## config.mk

```make
export PLATFORM = sky130hd
export DESIGN_NAME = rcsr_top
export DESIGN_NICKNAME = d
export VERILOG_FILES = /design/src/inc/rcsr_pkg.sv /design/src/design/rcsr_ratio_decode.sv /design/src/design/rcsr_top.sv
export SDC_FILE = /design/constraint.sdc
export NUM_CORES = 1
export LEC_CHECK = 0
export BUFFER_PORTS_ARGS = -buffer_cell sky130_fd_sc_hd__buf_2
export CORE_UTILIZATION = 35
export DETAILED_ROUTE_END_ITERATION = 10
export REMOVE_ABC_BUFFERS = 1
export SETUP_SLACK_MARGIN = 0.5
export SLEW_MARGIN = 30
export SYNTH_ARGS = -nofsm -noshare
export SYNTH_HDL_FRONTEND = slang
export SYNTH_HIERARCHICAL = 1
export SYNTH_SLANG_ARGS = --single-unit
export TNS_END_PERCENT = 5
```

## constraint.sdc

```tcl
create_clock -name mclk -period 5.15 [get_ports mclk]
set_input_delay 0.7725 -clock mclk [delete_from_list [all_inputs] [get_ports mclk]]
set_output_delay 0.7725 -clock mclk [all_outputs]
set_load 0.005 [all_outputs]
```

## src/inc/rcsr_pkg.sv

```systemverilog
// ----------------------------------------------------------------------
// shared constants and types for the regulator config/status bank
// ----------------------------------------------------------------------
package rcsr_pkg;

  // register pointers on the two-wire bus
  localparam logic [7:0] ADDR_GAIN56 = 8'h11;   // phase 5/6 balance gain
  localparam logic [7:0] ADDR_GAIN78 = 8'h12;   // phase 7/8 balance gain
  localparam logic [7:0] ADDR_LATCHED = 8'h14;  // latched voltage code
  localparam logic [7:0] ADDR_CURRENT = 8'h15;  // output current reading
  localparam logic [7:0] ADDR_VHIGH = 8'h16;    // voltage reading, upper 8
  localparam logic [7:0] ADDR_VLOW = 8'h17;     // voltage reading, lower 2
  localparam logic [7:0] ADDR_STATUS = 8'h18;   // protection status
  localparam logic [7:0] ADDR_OCFG = 8'h19;     // overcurrent config

  // values after reset, and the value unmapped reads return
  localparam logic [7:0] GAIN_RST = 8'h44;
  localparam logic [7:0] LATCHED_RST = 8'hab;   // 1.1 v target
  localparam logic [7:0] OCFG_RST = 8'h8a;
  localparam logic [7:0] UNMAPPED_READ = 8'h00;

  // field positions
  localparam int ODD_GAIN_LSB = 4;              // odd phase in [6:4]
  localparam int EVEN_GAIN_LSB = 0;             // even phase in [2:0]
  localparam int OC_LSB = 4;                    // total threshold [7:4]
  localparam int WARN_LSB = 1;                  // warning level [3:1]
  localparam int HYS_BIT = 0;                   // warning hysteresis
  localparam logic [3:0] OC_DEFAULT_CODE = 4'h8;  // 130 percent

  // ratio decode, all in tenths of a percent
  localparam logic [10:0] GAIN_BASE = 11'h1f4;  // 50.0
  localparam logic [10:0] GAIN_STEP = 11'h07d;  // 12.5
  localparam logic [10:0] OC_BASE = 11'h1f4;    // 50.0
  localparam logic [10:0] OC_STEP = 11'h064;    // 10.0
  localparam logic [10:0] WARN_BASE = 11'h28a;  // 65.0
  localparam logic [10:0] WARN_STEP = 11'h032;  // 5.0
  localparam logic [10:0] HYS_LOW = 11'h064;    // 10.0
  localparam logic [10:0] HYS_HIGH = 11'h0c8;   // 20.0

  // serial framing
  localparam logic [3:0] BYTE_BITS = 4'h8;
  localparam logic [3:0] LAST_BIT = 4'h7;

  // serial slave states, gray along the usual path
  typedef enum logic [3:0] {
    ST_IDLE = 4'h0,
    ST_ADDR = 4'h1,
    ST_ADDR_ACK = 4'h3,
    ST_PTR = 4'h2,
    ST_PTR_ACK = 4'h6,
    ST_WDAT = 4'h7,
    ST_WDAT_ACK = 4'h5,
    ST_RDAT = 4'hb,
    ST_RDAT_ACK = 4'ha
  } rcsr_state_t;

  // whole state of the top module
  typedef struct packed {
    rcsr_state_t st;
    logic [3:0] cnt;
    logic [7:0] sh;
    logic rw;
    logic nack;
    logic [7:0] ptr;
    logic scl_q;
    logic sda_q;
    logic sda_oe;
    logic sda_out;
    logic [7:0] gain56;
    logic [7:0] gain78;
    logic [7:0] latched;
    logic [7:0] ocfg;
    logic [7:0] cur_rd;
    logic [9:0] vsample;
    logic [1:0] vlo;
    logic [7:0] status;
    logic [7:0] target_code;
    logic [3:0] oc_code;
    logic [3:0][10:0] gain_tenths;
    logic [10:0] oc_tenths;
    logic [10:0] warn_tenths;
    logic [10:0] hys_tenths;
  } rcsr_regs_t;

endpackage

```

## src/design/rcsr_ratio_decode.sv

```systemverilog
`timescale 1ns/100ps
`default_nettype none

// ----------------------------------------------------------------------
// ratio decoder: register codes to tenths of a percent
// ----------------------------------------------------------------------
module rcsr_ratio_decode (
  input wire logic [7:0] gain56,
  input wire logic [7:0] gain78,
  input wire logic [3:0] oc_code,
  input wire logic [2:0] warn_code,
  input wire logic hys_sel,
  output logic [3:0][10:0] gain_tenths,
  output logic [10:0] oc_tenths,
  output logic [10:0] warn_tenths,
  output logic [10:0] hys_tenths
);

  // codes packed phase 8..5, three bits each
  logic [11:0] codes;

  assign codes = {gain78[rcsr_pkg::EVEN_GAIN_LSB +: 3], gain78[rcsr_pkg::ODD_GAIN_LSB +: 3],
                  gain56[rcsr_pkg::EVEN_GAIN_LSB +: 3], gain56[rcsr_pkg::ODD_GAIN_LSB +: 3]};

  // ----------------------------------------------------------------------
  // per-phase balance gain, 50 to 137.5 percent
  // ----------------------------------------------------------------------
  for (genvar i = 0; i < 4; i++)
  begin : g_phase
    assign gain_tenths[i] = rcsr_pkg::GAIN_BASE
                          + rcsr_pkg::GAIN_STEP * {8'h00, codes[i*3 +: 3]};
  end

  // total threshold 50..200, warning 65..100, hysteresis 10 or 20
  assign oc_tenths = rcsr_pkg::OC_BASE + rcsr_pkg::OC_STEP * {7'h00, oc_code};
  assign warn_tenths = rcsr_pkg::WARN_BASE + rcsr_pkg::WARN_STEP * {8'h00, warn_code};
  assign hys_tenths = hys_sel ? rcsr_pkg::HYS_HIGH : rcsr_pkg::HYS_LOW;

endmodule

`default_nettype wire

```

## src/design/rcsr_top.sv

```systemverilog
// Functional notes
// - 3-bit balance gain per phase 5-8
// - latched voltage code resets to abh
// - override bit selects latched code for converter
// - output current reading, read-only 8 bits
// - voltage reading split 8 high, 2 low
// - select low: reading is converter code
// - select high: reading is sensed voltage
// - status bits 7..4 show live faults
// - bits 3:0 encode faulting phase number
// - total overcurrent ratio 50 to 200 percent
// - warning level ratio 65 to 100 percent
// - bit 0 picks 10 or 20 percent hysteresis
// - programmed threshold used only when enabled
`timescale 1ns/100ps
`default_nettype none

module rcsr_top (
  input wire logic mclk,
  input wire logic rst,
  input wire logic [6:0] i2c_dev_addr,
  input wire logic scl_in,
  input wire logic sda_in,
  output logic sda_out,
  output logic sda_oe,
  input wire logic [7:0] normal_voltage_code,
  input wire logic latched_code_override_en,
  input wire logic oc_threshold_i2c_en,
  input wire logic voltage_sense_select,
  input wire logic [7:0] adc_current,
  input wire logic [9:0] dac_voltage,
  input wire logic [9:0] sensed_voltage,
  input wire logic total_overcurrent_fault,
  input wire logic [7:0] phase_overcurrent,
  input wire logic overvoltage_fault,
  input wire logic undervoltage_fault,
  output logic [7:0] target_voltage_code,
  output logic [7:0] phase5_6_balance_gain,
  output logic [7:0] phase7_8_balance_gain,
  output logic [3:0][10:0] phase_balance_gain,
  output logic [3:0] oc_threshold_code,
  output logic [10:0] oc_ratio,
  output logic [10:0] overcurrent_warning_level,
  output logic [10:0] overcurrent_warning_hysteresis
);

  // ----------------------------------------------------------------------
  // state and helpers
  // ----------------------------------------------------------------------
  rcsr_pkg::rcsr_regs_t s;       // registered state
  rcsr_pkg::rcsr_regs_t next_s;  // next value

  logic scl_rise;                // clock line low to high
  logic scl_fall;                // clock line high to low
  logic bus_start;               // data falls while clock high
  logic bus_stop;                // data rises while clock high
  logic [9:0] live_v;            // selected voltage source
  logic [3:0] phase_code;        // lowest faulting phase, 1-based
  logic [3:0] applied_oc;        // threshold code in use
  logic [3:0][10:0] dec_gain;    // decoder results
  logic [10:0] dec_oc;
  logic [10:0] dec_warn;
  logic [10:0] dec_hys;

  // edges against last sample; pins are already synchronous
  assign scl_rise = scl_in & ~s.scl_q;
  assign scl_fall = ~scl_in & s.scl_q;
  assign bus_start = scl_in & s.scl_q & s.sda_q & ~sda_in;
  assign bus_stop = scl_in & s.scl_q & ~s.sda_q & sda_in;

  // converter code or sensed voltage
  assign live_v = voltage_sense_select ? sensed_voltage : dac_voltage;

  // bus threshold only when the enable is up, else fixed default
  assign applied_oc = oc_threshold_i2c_en ? s.ocfg[rcsr_pkg::OC_LSB +: 4]
                                          : rcsr_pkg::OC_DEFAULT_CODE;

  // ----------------------------------------------------------------------
  // phase number encode
  // ----------------------------------------------------------------------
  // lowest phase wins when several trip together; reserved codes never made
  function automatic logic [3:0] encode_phase(input logic [7:0] flags);
    logic [3:0] code;
    code = 4'h0;
    for (int i = 7; i >= 0; i--)
    begin
      if (flags[i])
      begin
        code = 4'(i + 1);
      end
    end
    return code;
  endfunction

  assign phase_code = encode_phase(phase_overcurrent);

  // ----------------------------------------------------------------------
  // read data for the current pointer
  // ----------------------------------------------------------------------
  function automatic logic [7:0] read_byte(input logic [7:0] a, input rcsr_pkg::rcsr_regs_t r);
    logic [7:0] d;
    d = rcsr_pkg::UNMAPPED_READ;
    unique case (a)
      rcsr_pkg::ADDR_GAIN56: d = r.gain56;
      rcsr_pkg::ADDR_GAIN78: d = r.gain78;
      rcsr_pkg::ADDR_LATCHED: d = r.latched;
      rcsr_pkg::ADDR_CURRENT: d = r.cur_rd;
      rcsr_pkg::ADDR_VHIGH: d = r.vsample[9:2];
      rcsr_pkg::ADDR_VLOW: d = {6'h00, r.vlo};
      rcsr_pkg::ADDR_STATUS: d = r.status;
      rcsr_pkg::ADDR_OCFG: d = r.ocfg;
      default: d = rcsr_pkg::UNMAPPED_READ;  // unmapped reads zero
    endcase
    return d;
  endfunction

  // ----------------------------------------------------------------------
  // ratio decode of the configuration fields
  // ----------------------------------------------------------------------
  rcsr_ratio_decode u_decode (
    .gain56(s.gain56),
    .gain78(s.gain78),
    .oc_code(applied_oc),
    .warn_code(s.ocfg[rcsr_pkg::WARN_LSB +: 3]),
    .hys_sel(s.ocfg[rcsr_pkg::HYS_BIT]),
    .gain_tenths(dec_gain),
    .oc_tenths(dec_oc),
    .warn_tenths(dec_warn),
    .hys_tenths(dec_hys)
  );

  // ----------------------------------------------------------------------
  // next state
  // ----------------------------------------------------------------------
  always_comb
  begin
    logic load;        // fetch a byte for the host to read
    logic [7:0] rdat;  // fetched byte
    load = 1'b0;
    rdat = 8'h00;
    next_s = s;
    next_s.scl_q = scl_in;
    next_s.sda_q = sda_in;
    // measurement and fault capture, one sample per cycle
    next_s.cur_rd = adc_current;
    next_s.vsample = live_v;
    next_s.status = {total_overcurrent_fault, |phase_overcurrent,
                     overvoltage_fault, undervoltage_fault, phase_code};
    // converter target and decoded settings
    next_s.target_code = latched_code_override_en ? s.latched : normal_voltage_code;
    next_s.oc_code = applied_oc;
    next_s.gain_tenths = dec_gain;
    next_s.oc_tenths = dec_oc;
    next_s.warn_tenths = dec_warn;
    next_s.hys_tenths = dec_hys;

    if (bus_start)
    begin
      // start or repeated start restarts framing
      next_s.st = rcsr_pkg::ST_ADDR;
      next_s.cnt = 4'h0;
      next_s.sda_oe = 1'b0;
    end
    else if (bus_stop)
    begin
      next_s.st = rcsr_pkg::ST_IDLE;
      next_s.sda_oe = 1'b0;
    end
    else
    begin
      unique case (s.st)
        rcsr_pkg::ST_IDLE:
        begin
          next_s.sda_oe = 1'b0;  // line released until addressed
        end
        rcsr_pkg::ST_ADDR, rcsr_pkg::ST_PTR, rcsr_pkg::ST_WDAT:
        begin
          if (scl_rise)
          begin
            next_s.sh = {s.sh[6:0], sda_in};
            next_s.cnt = s.cnt + 4'h1;
          end
          else if (scl_fall && s.cnt == rcsr_pkg::BYTE_BITS)
          begin
            next_s.cnt = 4'h0;
            next_s.sda_oe = 1'b1;  // acknowledge by pulling low
            if (s.st == rcsr_pkg::ST_ADDR)
            begin
              if (s.sh[7:1] == i2c_dev_addr)
              begin
                next_s.rw = s.sh[0];
                next_s.st = rcsr_pkg::ST_ADDR_ACK;
              end
              else
              begin
                // not ours: stay off the line until next start
                next_s.sda_oe = 1'b0;
                next_s.st = rcsr_pkg::ST_IDLE;
              end
            end
            else if (s.st == rcsr_pkg::ST_PTR)
            begin
              next_s.ptr = s.sh;
              next_s.st = rcsr_pkg::ST_PTR_ACK;
            end
            else
            begin
              // only writable registers take data
              unique case (s.ptr)
                rcsr_pkg::ADDR_GAIN56: next_s.gain56 = s.sh;
                rcsr_pkg::ADDR_GAIN78: next_s.gain78 = s.sh;
                rcsr_pkg::ADDR_LATCHED: next_s.latched = s.sh;
                rcsr_pkg::ADDR_OCFG: next_s.ocfg = s.sh;
                default: next_s.ocfg = s.ocfg;  // read-only or unmapped: dropped
              endcase
              next_s.ptr = s.ptr + 8'h01;
              next_s.st = rcsr_pkg::ST_WDAT_ACK;
            end
          end
        end
        rcsr_pkg::ST_ADDR_ACK:
        begin
          if (scl_fall)
          begin
            if (s.rw)
            begin
              load = 1'b1;
            end
            else
            begin
              next_s.sda_oe = 1'b0;
              next_s.st = rcsr_pkg::ST_PTR;
            end
          end
        end
        rcsr_pkg::ST_PTR_ACK, rcsr_pkg::ST_WDAT_ACK:
        begin
          if (scl_fall)
          begin
            next_s.sda_oe = 1'b0;
            next_s.st = rcsr_pkg::ST_WDAT;
          end
        end
        rcsr_pkg::ST_RDAT:
        begin
          if (scl_fall)
          begin
            if (s.cnt == rcsr_pkg::LAST_BIT)
            begin
              // release for the host's acknowledge
              next_s.sda_oe = 1'b0;
              next_s.cnt = 4'h0;
              next_s.st = rcsr_pkg::ST_RDAT_ACK;
            end
            else
            begin
              next_s.sh = {s.sh[6:0], 1'b0};
              next_s.sda_oe = ~s.sh[6];
              next_s.cnt = s.cnt + 4'h1;
            end
          end
        end
        rcsr_pkg::ST_RDAT_ACK:
        begin
          if (scl_rise)
          begin
            next_s.nack = sda_in;
          end
          else if (scl_fall)
          begin
            if (s.nack)
            begin
              next_s.st = rcsr_pkg::ST_IDLE;  // host is done
            end
            else
            begin
              load = 1'b1;
            end
          end
        end
        default:
        begin
          // illegal code: back to a quiet line
          next_s.st = rcsr_pkg::ST_IDLE;
          next_s.sda_oe = 1'b0;
        end
      endcase
    end

    // fetch next read byte and drive its first bit
    if (load)
    begin
      rdat = read_byte(s.ptr, s);
      next_s.sh = rdat;
      next_s.sda_oe = ~rdat[7];
      next_s.cnt = 4'h0;
      next_s.ptr = s.ptr + 8'h01;
      next_s.st = rcsr_pkg::ST_RDAT;
      // freeze the low bits with the high read so both share a sample
      if (s.ptr == rcsr_pkg::ADDR_VHIGH)
      begin
        next_s.vlo = s.vsample[1:0];
      end
    end
  end

  // ----------------------------------------------------------------------
  // state register
  // ----------------------------------------------------------------------
  always_ff @(posedge mclk or posedge rst)
  begin
    if (rst)
    begin
      s <= '0;
      s.st <= rcsr_pkg::ST_IDLE;
      s.scl_q <= 1'b1;
      s.sda_q <= 1'b1;
      s.gain56 <= rcsr_pkg::GAIN_RST;
      s.gain78 <= rcsr_pkg::GAIN_RST;
      s.latched <= rcsr_pkg::LATCHED_RST;
      s.ocfg <= rcsr_pkg::OCFG_RST;
      s.oc_code <= rcsr_pkg::OC_DEFAULT_CODE;
    end
    else
    begin
      s <= next_s;
    end
  end

  // ----------------------------------------------------------------------
  // outputs, all from the state register
  // ----------------------------------------------------------------------
  assign sda_out = s.sda_out;  // open drain: always low when enabled
  assign sda_oe = s.sda_oe;
  assign target_voltage_code = s.target_code;
  assign phase5_6_balance_gain = s.gain56;
  assign phase7_8_balance_gain = s.gain78;
  assign phase_balance_gain = s.gain_tenths;
  assign oc_threshold_code = s.oc_code;
  assign oc_ratio = s.oc_tenths;
  assign overcurrent_warning_level = s.warn_tenths;
  assign overcurrent_warning_hysteresis = s.hys_tenths;

endmodule

`default_nettype wire

```

* After elaboration in Yosys (flattened, before gate mapping)
Cells that the tools add are included.
** Storage, ports and cells
- Bits in registers :: 178
- Bits of input ports :: 61
- Output and inout bits :: 107
- Logic and storage cells :: 192
** Operators by class
- Add/sub/neg operators :: 8
- $mul :: 6
- Equal/unequal tests :: 41
- Mux-type cells :: 72
- Bitwise operators :: 18
- Reductions and logical operators :: 21
** Operator list (count)
- two-way mux 8 bit :: 13
- two-way mux 4 bit :: 21
- == test 8 x 5 -> 1 bit (second input constant) :: 8
- one-hot mux 8 bit (8 select lines) :: 1
- != test 5 bit (second input constant) :: 11
- adder 9 x 10 -> 11 bit (first input constant) :: 4
- multiplier 7 x 3 -> 10 bit (first input constant) :: 4
- two-way mux 16 bit :: 2
- AND reduction 8 bit :: 4
- two-way mux 1 bit :: 26
- one-hot mux 12 bit (2 select lines) :: 1
- one-hot mux 4 bit (6 select lines) :: 1
- two-way mux 22 bit :: 1
- two-way mux 18 bit :: 1
- == test 4 x 3 -> 1 bit (second input constant) :: 4
- AND reduction 7 bit :: 2
- == test 4 bit (second input constant) :: 3
- != test 4 bit (second input constant) :: 3
- AND reduction 6 bit :: 2
- adder 10 x 9 -> 11 bit (first input constant) :: 1
- adder 9 x 11 -> 11 bit (first input constant) :: 1
- inverter 1 bit :: 11
- AND reduction 11 bit :: 1
- two-way mux 10 bit :: 1
- other kinds (24) :: 39

* Logic depth before layout (Yosys ltp)
- Word-level depth :: 10
- Depth in mapped cells :: 10
- Mapped depth without buffers :: 10

* By module
The synthesis kept the hierarchy.
** Modules (own cells, without submodules)
- rcsr_top :: instances 1, cells each 667, area an instance 7888.8 um^2, seq. area each 4473.0 um^2
- rcsr_ratio_decode :: instances 1, cells each 250, area an instance 2142.1 um^2, seq. area each 0.0 um^2

* Least setup slack after synthesis
OpenSTA, ideal clock, no wires.
- Kind :: input to register
- Start :: in oc_threshold_i2c_en
- End :: reg s (netlist bit oc_ratio[9])
- Setup time :: 121 ps
- Data arrival time :: 2425 ps
- Data required time :: 5029 ps
- Path slack :: 2604 ps
- Stages on the path :: 9
- Path buffers :: 0
- Cell sequence :: and2_1 -> inv_1 -> ha_1 -> inv_1 -> ha_1 -> ha_1 -> and3b_1 -> or2_1 -> xor2_1
** Between the ends
- Word-level cells in the longest chain between the ends :: 3
** Ends and longest elaborated chain
- start: declaration :: RTL line rcsr_top.sv:28 : input wire logic oc_threshold_i2c_en,
- two-way mux 4 bit :: RTL line rcsr_top.sv:75 : assign applied_oc = oc_threshold_i2c_en ? s.ocfg[rcsr_pkg::OC_LSB +: 4]
- multiplier 5 x 4 -> 9 bit :: RTL line rcsr_ratio_decode.sv:35 : assign oc_tenths = rcsr_pkg::OC_BASE + rcsr_pkg::OC_STEP * {7'h00, oc_code};
- adder 9 x 11 -> 11 bit :: RTL line rcsr_ratio_decode.sv:35
- named net dec_oc[9] :: RTL line rcsr_top.sv:61 : logic [10:0] dec_oc;
- end signal: assignment :: RTL line rcsr_top.sv:326 : s <= next_s;
- end: declaration :: RTL line rcsr_top.sv:50 : rcsr_pkg::rcsr_regs_t s;
The timed path passes the listed nets, and every way through them passes these cells.
A chain may end at the register's enable or synchronous reset.

==> summary.txt <==
Status
  • Outcome: finished, final reports clean

Logic synthesis
  • Total number of yosys warnings: 6
  • Post-synth EDFFs: 0
  • Async S/R FF share, synth: 100%
  • Post-Syn Instances: 917
  • Synth top cells by count: 163 x dfrtp_1, 127 x buf_4, 82 x ha_1
  • Register area share after synthesis: 44.6%
  • Synth area leader: dfrtp_1
  • Most instantiated library cell after synthesis: dfrtp_1
  • Unique cell type count in the Yosys netlist: 73
  • Area contributors post-synth: dfrtp_1 41%, ha_1 10%, buf_4 9.5%
  • Syn Area/Cell: 10.9 um2
  • #FFs+latches synth: approximately 180
  • Top_reg_cell synth: dfrtp_1
  • Mapped cell area: 0.0100 mm2
  • Top cell type's share of synthesized area: around 41%

Worst setup path
  • CP startpoint kind: flop
  • Crit path arrival time: 3090 ps
  • Max incr delay on CP: between 600 and 700 ps
  • Top cell by count, worst path: ha_1
  • Crit path kind: flop to flop
  • Critical Path RT: 5470 ps
  • CP Cell Sequence: inv_1 -> ha_1 -> inv_1 -> ha_1 -> xor2_1 -> ha_1 -> a21o_1 -> a21oi_1 -> o21ai_1 -> a21o_1
  • Worst path bufs/invs: 2
  • CP max-delay cell: dfstp_2
  • Critical Path Sink Type: flop
  • Top Family by Delay on Critical Path: adder cells
  • CP Max Fanout: 8

Timing
  • Fin. max-slew vios: 0
  • Final Hold Fails: 0
  • Finish-stage setup viols: 0
  • Fmax: 0.361 GHz
  • RSZ-0062 raised after global routing: false
  • Max_slew headroom: 43.6%
  • Clock Skew: 14.1 ps
  • Setup WS post-layout: about 2400 ps
  • Fin crit share: between 50% and 60%
  • Final min period: 2770 ps
  • Worst slew pin tran: 845 ps

Power and ir drop
  • VDD IR max: around 0.00021 V
  • Tot Pwr: 3.12 mW
  • Cell Pwr Density: approximately 290 mW/mm2
  • Pleak: roughly 5.3 nW

Clock network
  • Number of setup buffers added after CTS: 0
  • Root Driver: clkbuf_16
  • PostCTS Resize Cnt: 0
  • CTS Buf Count: 17
  • Clk_lat worst skew: 440 ps
  • Clock Path Buffers: 2
  • Clock Pin Slew Worst Setup and Hold Paths: 80 ps
  • # clock sinks: 178
  • CTS tree: yes
  • Hold-fix buffers, CTS: 0
  • H-Tree Depth: 4

Drt
  • DRT antenna net count: 0
  • WL final: 21000 um
  • Initial DRC Count: 444
  • DRC: 0
  • Routed len/inst: 15.6 um
  • Via count: 6445
  • Routed vias/inst: 4.80
  • First-pass DRT Iterations: 5

Placed design
  • Worst slack, placed: 2140 ps
  • Routability cong.: 0.841
  • Port buffer count: approximately 170
  • Placed inst area: 0.0103 mm2
  • Post-placement cell count: 1311
  • Dpl hpwl: 15500 um

GRT
  • Pin count of the biggest net entering global routing: 87
  • First-pass GRT wire length: 33100 um
  • Initial antenna violation count: 0
  • Vias in the first global route: 6090
  • GRT overflow: 0
  • Total track usage: between 10% and 20%

Worst hold path
  • Worst hold path class: input pin to flop

Floorplan
  • Die height: 171 um
  • Core ar.: 0.0280 mm2
  • Row Count: 61
  • Die width: 171 um
  • Initial Util: 35.8%
  • Io pins: ~170
  • Die ar.: 0.0293 mm2

Finish
  • Final Util: 38.9%
  • Final instance area: roughly 0.011 mm2
  • Layout cells sized above 1: around 30%
  • Reg area: 0.00447 mm2
  • Layout area overhead: 8.59%
  • Final #Nets: 1102
  • Filler cells: about 2700
  • Multi-input gate area: 0.00430 mm2
  • Ant. Diodes: 0
  • Final Non-Filler Cells: about 1300

Flow run
  • Max-Cap Viols: 0
-- state kept, by name, summed over array words and instances (netlist names) --
name and count:
oc_ratio 11, oc_threshold_code 4, overcurrent_warning_hysteresis 11, overcurrent_warning_level 11, phase5_6_balance_gain 8, phase7_8_balance_gain 8, phase_balance_gain 44, s 72
sda_oe 1, target_voltage_code 8
-- worst reg2reg max path: stages (launching register included) --
cell	delay (ps)
dfstp_2	650
inv_1	140
ha_1	290
inv_1	40
ha_1	290
xor2_1	260
ha_1	290
a21o_1	160
a21oi_1	220
o21ai_1	140
a21o_1	200
-- per-stage QoR --
step	setup TNS, ps	hold WS, ps
global placement	0	466
floorplan	-69750	407
CTS	0	417
detailed placement	0	470
finish	0	441
global route	0	416
-- kinds of logic after synthesis --
| kind of cell | share of synthesized area, % |
|---|---|
| xor+xnor | 4.28 |
| flops | 44.6 |
| fa+ha+maj | 11.6 |
| mux | 7.01 |
| simple gates | 8.12 |
| other cells | 0.112 |
| compound gates | 11.4 |
| buf+inv | 12.8 |
-- where the power goes --
part	switching, mW	internal (mW)	leakage [nW]
sequential	0.145	1.46	2.15
clock	0.631	0.650	0.282
combinational	0.123	0.116	2.84
total	0.899	2.23	5.27
-- path summary, 6_finish.rpt --
| check | startpoint | end | slack (ps) | cells past startpoint |
|---|---|---|---|---|
| hold / removal | adc_current[6] | s[115] | 440 | 1 |
| max in group asynchronous | rst | phase_balance_gain[21] | 3520 | 3 |
| setup / recovery | phase5_6_balance_gain[6] | phase_balance_gain[10] | 2380 | 10 |
| min in group asynchronous | rst | oc_ratio[5] | 470 | 2 |
| setup reg to reg | phase5_6_balance_gain[6] | phase_balance_gain[10] | 2380 | 10 |
| hold reg to reg | s[99] | s[97] | 480 | 1 |
-- layer usage --
metal | global-route usage (%) | part of all wire (%) | up-vias | wire length, um
met4 | 4.74 | 1.4 | 0 | 298
li1 | - | - | 3094 | -
met3 | 3.01 | 6.0 | 18 | 1270
met1 | 19.9 | 45 | 3113 | 9500
met5 | 0 | 0 | - | 0
met2 | 23.7 | 47 | 220 | 9950
-- area by class of cell --
class | count | area share [%]
clock buffers | 17 | 3.91
multi-input cells | 533 | 39.5
well taps | 378 | 4.34
clock inverters | 15 | 1.50
inverters | 53 | 1.87
repair buffers | 169 | 7.83
flip-flops and latches | 178 | 41.1
-- cell usage in the layout (no fill, tap or decap), types with 6 or more instances in the layout --
master / count
a21o_1: 13
a21oi_1: 33
a22o_1: 13
a22oi_1: 15
a31oi_1: 11
and3_1: 6
buf_2: 166
clkbuf_16: 17
conb_1: 11
dfrtp_1: 163
dfstp_2: 15
fa_1: 7
ha_1: 82
inv_1: 51
mux2_2: 58
nand2_1: 30
nand2b_1: 7
nand3_1: 12
nor2_1: 36
nor2b_1: 6
nor3_1: 8
nor4_1: 6
o21ai_0: 33
o22ai_1: 7
xnor2_1: 24
xor2_1: 25
No activity file was read; power rests on OpenSTA's default activity.
